$ cat src/inc/uesf_pkg.sv
// Function
// - Direction bit acts only on control endpoints; ignored for other types.
// - On control endpoints, direction bit selects data and status stage direction.
// - Bank-one flag exists only for endpoints 4 to 6 with ping-pong active.
// - Bank-one flag sets when a complete OUT packet lands in bank one.
// - Bank-one flag setting raises the endpoint interrupt when enabled.
// - While bank-one flag set, further OUT packets to bank one get NAK, except isochronous.
// - Packet-ready with empty buffer sends a zero-length IN packet.
// - Packet-ready clears on send for isochronous, on host ACK otherwise.
// - Clearing packet-ready raises the endpoint interrupt when enabled.
// - After STALL sent on request, set stall-sent flag for non-isochronous types.
// - Endpoint type field: 00 control, 01 isochronous, 10 bulk, 11 interrupt.
package uesf_pkg;

   // ----------------------------------------
   // Register address and bit positions
   // ----------------------------------------
   localparam logic [7:0] ENDPOINT_STATUS_ADDR = 8'hce;
   localparam int         BIT_DIR              = 7;
   localparam int         BIT_OUT_B1           = 6;
   localparam int         BIT_STALL_RQ         = 5;
   localparam int         BIT_IN_READY         = 4;
   localparam int         BIT_STALL_SENT       = 3;
   localparam logic [7:0] ENDPOINT_STATUS_RST  = 8'h00;
   localparam logic [3:0] PINGPONG_EP_LO       = 4'h4;
   localparam logic [3:0] PINGPONG_EP_HI       = 4'h6;

   // ----------------------------------------
   // Endpoint type encoding
   // ----------------------------------------
   typedef enum logic [1:0] {
      EPT_CONTROL = 2'h0,
      EPT_ISO     = 2'h1,
      EPT_BULK    = 2'h2,
      EPT_INTR    = 2'h3
   } uesf_endpoint_type_e;

   // ----------------------------------------
   // Bus-side events from the serial engine
   // ----------------------------------------
   typedef struct packed {
      logic setup_rx;     // SETUP token received
      logic out_b1_done;  // Complete OUT packet stored in bank one
      logic in_sent;      // IN packet transmitted
      logic in_acked;     // Host acknowledged IN packet
      logic stall_sent;   // STALL handshake sent
   } uesf_sie_ev_s;

endpackage : uesf_pkg

$ cat src/verilog/uesf_setclr.sv
`timescale 1ns/1ps
// Sticky flag, hardware set, software clear; set wins
module uesf_setclr (
   // Clock and reset
   input  wire logic clk,
   input  wire logic sys_rst,
   // Controls
   input  wire logic set_i,
   input  wire logic clr_i,
   // State
   output logic      flag_r
);
   always_ff @(posedge clk) begin
      if (sys_rst)    flag_r <= 1'b0;
      else if (set_i) flag_r <= 1'b1;
      else if (clr_i) flag_r <= 1'b0;
   end
endmodule : uesf_setclr

$ cat src/verilog/uesf_status.sv
`timescale 1ns/1ps
module uesf_status (
   // Clock and reset
   input  wire logic                  clk,
   input  wire logic                  sys_rst,
   // Special-function register port
   input  wire logic [7:0]            sfr_addr,
   input  wire logic                  sfr_wr,
   input  wire logic [7:0]            sfr_wdata,
   output logic [7:0]                 sfr_rdata,
   // Endpoint configuration
   input  wire logic [3:0]            ep_num,
   input  wire uesf_pkg::uesf_endpoint_type_e endpoint_type,
   input  wire logic                  pingpong_en,
   input  wire logic                  ep_int_en,
   input  wire logic                  in_buf_empty,
   // Serial engine events
   input  wire uesf_pkg::uesf_sie_ev_s sie_ev,
   // Serial engine controls
   output logic                       ctrl_dir_in,
   output logic                       out_b1_nak,
   output logic                       in_send_req,
   output logic                       in_send_zlp,
   output logic                       stall_req_o,
   output logic                       endpoint_interrupt
);
   import uesf_pkg::*;

   // ----------------------------------------
   // Decode
   // ----------------------------------------
   wire wr_hit   = sfr_wr && (sfr_addr == ENDPOINT_STATUS_ADDR);
   wire is_ctrl  = (endpoint_type == EPT_CONTROL);
   wire is_iso   = (endpoint_type == EPT_ISO);
   // Bank one only on ping-pong endpoints
   wire b1_exist = pingpong_en && (ep_num >= PINGPONG_EP_LO) && (ep_num <= PINGPONG_EP_HI);

   logic dir_r;
   logic out_b1_r;
   logic stall_rq_r;
   logic in_rdy_r;
   logic stall_sent_r;

   // ----------------------------------------
   // Flag events
   // ----------------------------------------
   wire b1_set    = b1_exist && sie_ev.out_b1_done;
   // Firmware clears by writing zero
   wire b1_clr    = (wr_hit && !sfr_wdata[BIT_OUT_B1]) || !b1_exist;
   // Isochronous clears on send, others on host ACK
   wire rdy_done  = in_rdy_r && (is_iso ? sie_ev.in_sent : sie_ev.in_acked);
   wire rdy_set   = wr_hit && sfr_wdata[BIT_IN_READY];
   wire ss_set    = sie_ev.stall_sent && stall_rq_r && !is_iso;
   wire ss_clr    = wr_hit && !sfr_wdata[BIT_STALL_SENT];

   uesf_setclr u_b1 (
      .clk     (clk),
      .sys_rst (sys_rst),
      .set_i   (b1_set),
      .clr_i   (b1_clr),
      .flag_r  (out_b1_r)
   );

   uesf_setclr u_ss (
      .clk     (clk),
      .sys_rst (sys_rst),
      .set_i   (ss_set),
      .clr_i   (ss_clr),
      .flag_r  (stall_sent_r)
   );

   // ----------------------------------------
   // Firmware-owned bits
   // ----------------------------------------
   // SETUP clears stall request; it beats a same-cycle write
   always_ff @(posedge clk) begin
      if (sys_rst) begin
         dir_r      <= 1'b0;
         stall_rq_r <= 1'b0;
      end else begin
         if (wr_hit) dir_r <= sfr_wdata[BIT_DIR];
         if (sie_ev.setup_rx) stall_rq_r <= 1'b0;
         else if (wr_hit) stall_rq_r <= sfr_wdata[BIT_STALL_RQ];
      end
   end

   // Hardware clear wins; no resend of a packet already gone
   always_ff @(posedge clk) begin
      if (sys_rst)       in_rdy_r <= 1'b0;
      else if (rdy_done) in_rdy_r <= 1'b0;
      else if (rdy_set)  in_rdy_r <= 1'b1;
   end

   // Interrupt pulse on bank-one fill or packet-ready release
   always_ff @(posedge clk) begin
      if (sys_rst) endpoint_interrupt <= 1'b0;
      else         endpoint_interrupt <= ep_int_en && (b1_set || rdy_done);
   end

   // ----------------------------------------
   // Outputs to the serial engine
   // ----------------------------------------
   assign ctrl_dir_in = is_ctrl && dir_r;
   assign out_b1_nak  = out_b1_r && !is_iso;
   assign in_send_req = in_rdy_r;
   assign in_send_zlp = in_rdy_r && in_buf_empty;
   assign stall_req_o = stall_rq_r;

   // Read view, zeros in unimplemented bits
   always_ff @(posedge clk) begin
      if (sys_rst) sfr_rdata <= ENDPOINT_STATUS_RST;
      else         sfr_rdata <= {dir_r, out_b1_r, stall_rq_r, in_rdy_r, stall_sent_r, 3'h0};
   end

endmodule : uesf_status

$ cat config.mk
export PLATFORM = sky130hd
export DESIGN_NAME = uesf_status
export DESIGN_NICKNAME = d
export VERILOG_FILES = /design/src/inc/uesf_pkg.sv /design/src/verilog/uesf_setclr.sv /design/src/verilog/uesf_status.sv
export SDC_FILE = /design/constraint.sdc
export NUM_CORES = 1
export LEC_CHECK = 0
export BUFFER_PORTS_ARGS = -buffer_cell sky130_fd_sc_hd__buf_2
export CAP_MARGIN = 5
export CORE_AREA = 4 4 45 47
export CTS_CLUSTER_DIAMETER = 200
export DETAILED_ROUTE_END_ITERATION = 12
export DIE_AREA = 0 0 49 51
export MAX_ROUTING_LAYER = met4
export PLACE_DENSITY_LB_ADDON = 0.3
export SYNTH_ARGS = -nofsm -noshare
export SYNTH_HDL_FRONTEND = slang
export SYNTH_SLANG_ARGS = --single-unit
$ cat constraint.sdc
create_clock -name clk -period 1 [get_ports clk]
set_input_delay 0.2 -clock clk [delete_from_list [all_inputs] [get_ports clk]]
set_output_delay 0.2 -clock clk [all_outputs]
set_load 0.1 [all_outputs]
# After elaboration in Yosys (flattened, before gate mapping)
# Index checks and enable logic that the tools add are counted.
# classes
n_lt_le_gt_ge	2
eq_ne	2
n_mux	5
reduce_logical	25
# ops
operator	n
logical AND 1 bit	14
equality test 8 bit (second input constant)	1
two-way mux 1 bit	5
>= comparator 4 x 3 -> 1 bit (second input constant)	1
less-or-equal comparator 4 x 3 -> 1 bit (second input constant)	1
logical NOT 1 bit	4
nonzero test 2 bit	2
OR reduction 2 bit	2
equality test 2 x 1 -> 1 bit (second input constant)	1
logical NOT 2 bit	1
logical OR 1 bit	2
# totals
regBits	14
input_bits	33
word_cells	42

# Longest topological paths before layout
# depth
ltp_word	7
mapped_depth	4
ltp_nobuf	4

# Cells and area by module
# From an unflattened synthesis, not the netlist that was laid out.
# unflattened
cells_unflattened	49
area_unflattened_um2	510.5
# modules_own_cells
module	instances	cells_per_inst	area_each_um2
uesf_status	1	41	432.9
uesf_setclr	2	4	38.8

# Least setup slack after synthesis
# No wires, ideal clock.
# synth_path
path_kind	reg2out
startpoint	register dir_r
endpoint	output ctrl_dir_in
t_arrival_ns	2.508
path_slack_ns	-1.708
stages_incl_launch_ff	2
path_buffers	0
cell_sequence	dfxtp_1 -> nor3b_1
# synth_between
elab_chain_len	1
# synth_rtl
element	line	rtl
start, declared	uesf_status.sv:38	logic dir_r;
start signal, assigned	uesf_status.sv:81	if (wr_hit) dir_r <= sfr_wdata[BIT_DIR];
logical AND 1 bit	uesf_status.sv:103	assign ctrl_dir_in = is_ctrl && dir_r;
end, declared	uesf_status.sv:20	output logic ctrl_dir_in,
# Every way passes these cells.

# Final worst setup path
# Same ends and word-level chain as after synthesis.

==> impl_metrics.yaml <==
outcome:
  status: "finished with violations"
  violations: "negative setup slack"
floorplan:
  die_w_um: 49
  start_util_pct: 28.9
  dieHeight_um: 51
  dieArea_mm2: 0.00250
  row_count: 15
  coreArea_mm2: 0.00165
  ioPinCount: 47
cts:
  hold_buffers: 0
  cts_tree: "done"
  cts.clk_slew.worst_paths_ns: 0.07
  clockBufferDepth: 2
  cts-buffers-inserted: 3
  cts_max_level: 1
  clk_latency_ns: 0.26
  clock-sinks: 11
  root_buffer: "clkbuf_4"
routing:
  postRouteAntennaNets: 0
  via_per_inst: 4.45
  routedWlPerCell_um: 11.4
  drc_errors: 0
  dr.pass1.iters: 4
  vias: 507
  wirelength_um: 1290
  dr.first_iter.drc_count: 1
sta:
  fin_hold_ws_ns: 0.0881
  rsz0062_at_grt: "yes"
  fmax_mhz: 826
  final_hold_viol_count: 0
  period_needed_ns: 1.21
  final.setup.worst_slack_ns: -0.211
  period_share_pct: 121
  setup_viol: 4
  clock_skew_ns: 0.00179
  slew_violations: 0
synthesis:
  yosysTopAreaCell: "dfxtp_1"
  synth-main-ff-cell: "dfxtp_1"
  synth_edf_count: 0
  ys_types: 24
  synthArstFlopShare_pct: 0
  seq_area_frac_synth_pct: 46.2
  synth_warnings: 0
  synth_common_cells: "11 x dfxtp_1, 5 x nor2b_1, 4 x nor2_1"
  netlist_top_cells_area: "dfxtp_1 46%, nor2b_1 6.6%, mux2i_1 6.3%"
  synth_area_um2: 477
  synth_most_common_cell: "dfxtp_1"
  syn_inst: 48
  yosysTopAreaCellShare_pct: 46.2
  syn_avg_cell_area_um2: 9.93
  ys_ff_latch: 11
worst_hold_path:
  hold_class: "input pin to register"
setup_path:
  criticalPathCategory: "register to output port"
  cp_top_family: "flip-flops"
  slowest_delay_ns: 0.33
  worst_ep_arrival_time_ns: 1.01
  r2r_slack_ns: 0.04
  rr_worst_depth: 5
  reg2reg_to: "endpoint_interrupt"
  critical_path_required_ns: 0.80
  endpoint_kind: "output port"
  crit_chain: "nor3b_4, buf_12"
  crit_path_start_kind: "register"
  slowest_stage: "dfxtp_2"
  crit_start: "dir_r"
  crit_path_end: "ctrl_dir_in"
  cp.depth: 2
  path_buf_inv: 1
  r2r-start: "in_send_req"
  critPathMaxFanout: 2
cells_and_area:
  diodes: 0
  drive_gt1_share_pct: 72.2
  layout.nets: 131
  post-route-cell-area_um2: 983
  fillers: 139
  area_growth_syn_to_layout_pct: 106
  final_core_util_pct: 59.5
pwr:
  comb_power_share_pct: 18.4
  power_density_mw_per_mm2: 910
  clockPowerShare_pct: 33.0
  finalPower_w: 0.000895
  p_switching_w: 0.000241
  leakagePower_nw: 0.441
  ir_drop_mv: 0.694
  seq_power_share_pct: 48.6
  internal_power_w: 0.000654
  swShare_pct: 26.9
placed_design:
  pre_cts_ws_ns: -0.177
  hpwlAfterDp_um: 1070
  io_buffers: 40
  gp_congestion: 0.654
  dpl-instance-area_um2: 903
global_route:
  grtUsageTotal_pct: 10.4
  grt_max_degree: 11
  grt_pass1_wl_um: 1950
  antenna_found_initial: 0
  grt_pass1_vias: 499
  grt-ovfl-total: 0
run:
  maxCapViolCount: 0
==> power by group through the flow <==
| stage | clock network (W) | logic (W) | registers (W) |
|---|---|---|---|
| 6_report | 0.000295 | 0.000165 | 0.000435 |
| 3_3_place_gp | 0 | 0.000160 | 0.000445 |
| 5_1_grt | 0.000346 | 0.000176 | 0.000435 |
| 2_1_floorplan | 0 | 0.0000910 | 0.000450 |
| 4_1_cts | 0.000308 | 0.000164 | 0.000434 |
| 3_5_place_dp | 0 | 0.000162 | 0.000445 |
==> kinds of logic after synthesis <==
logic type,share of synthesized area [%]
compound gates,7.35
buf+inv,7.09
flops,46.2
mux,6.30
other cells,0.787
simple gates,32.3
==> placed cells by master, fill, tap and decap left out, drive strengths merged <==
master	n
o22ai	1
mux2i	3
nand4	1
o2bb2ai	1
conb	3
inv	2
and2	1
nand4b	1
a21oi	1
and4bb	1
buf	47
and3b	1
nor3b	2
nand2	3
dfxtp	11
nor3	1
nor2b	6
clkbuf	4
nand3	1
nor2	4
a2111oi	1
nand2b	1
==> flip-flops by register name, summed over array words and instances, names as in the netlist <==
signal,cells
sfr_rdata,5
dir_r,1
endpoint_interrupt,1
in_send_req,1
stall_req_o,1
u_b1.flag_r,1
u_ss.flag_r,1
==> repair_timing <==
| item | 4_1_cts | 5_1_grt |
|---|---|---|
| setup buffers | 4 | 1 |
| hold endpoints to repair | 0 | 0 |
| pin swaps | 1 | 2 |
| gates resized for setup | 2 | 3 |
| setup endpoints to repair | 5 | 11 |
==> layout make-up <==
type	instances	area (um^2)	share of cell area, %
inverter	2	10.0	1.02
multi-input combinational	33	263	26.7
tap	17	21.3	2.16
timing repair buffer	47	425	43.3
clock buffer	4	26.3	2.67
sequential	11	238	24.2
==> worst min-delay path by stage <==
stage | startpoint | cells past startpoint | slack, ns | to
6_report | sie_ev[4] | 2 | 0.09 | stall_req_o
5_1_grt | sie_ev[4] | 2 | 0.06 | stall_req_o
4_1_cts | sie_ev[4] | 2 | 0.08 | stall_req_o
3_5_place_dp | sie_ev[4] | 2 | 0.36 | stall_req_o
3_3_place_gp | sie_ev[4] | 2 | 0.36 | stall_req_o
2_1_floorplan | sie_ev[4] | 1 | 0.26 | stall_req_o
==> layer usage <==
layer | share of wire [%] | GRT usage, % | up-vias
li1 | - | - | 254
met1 | 37 | 11.0 | 219
met2 | 50 | 16.5 | 34
met3 | 14 | 4.37 | 0
met4 | 0 | 5.38 | 0
met5 | 0 | - | -
==> through the flow <==
step	cells	TNS, ns
final	114	-0.551
after detailed placement	105	-0.708
after floorplan	50	-0.500
after global routing	114	-0.830
after global placement	105	-0.590
after CTS	113	-0.577
Power figures use the tool's default switching activity.
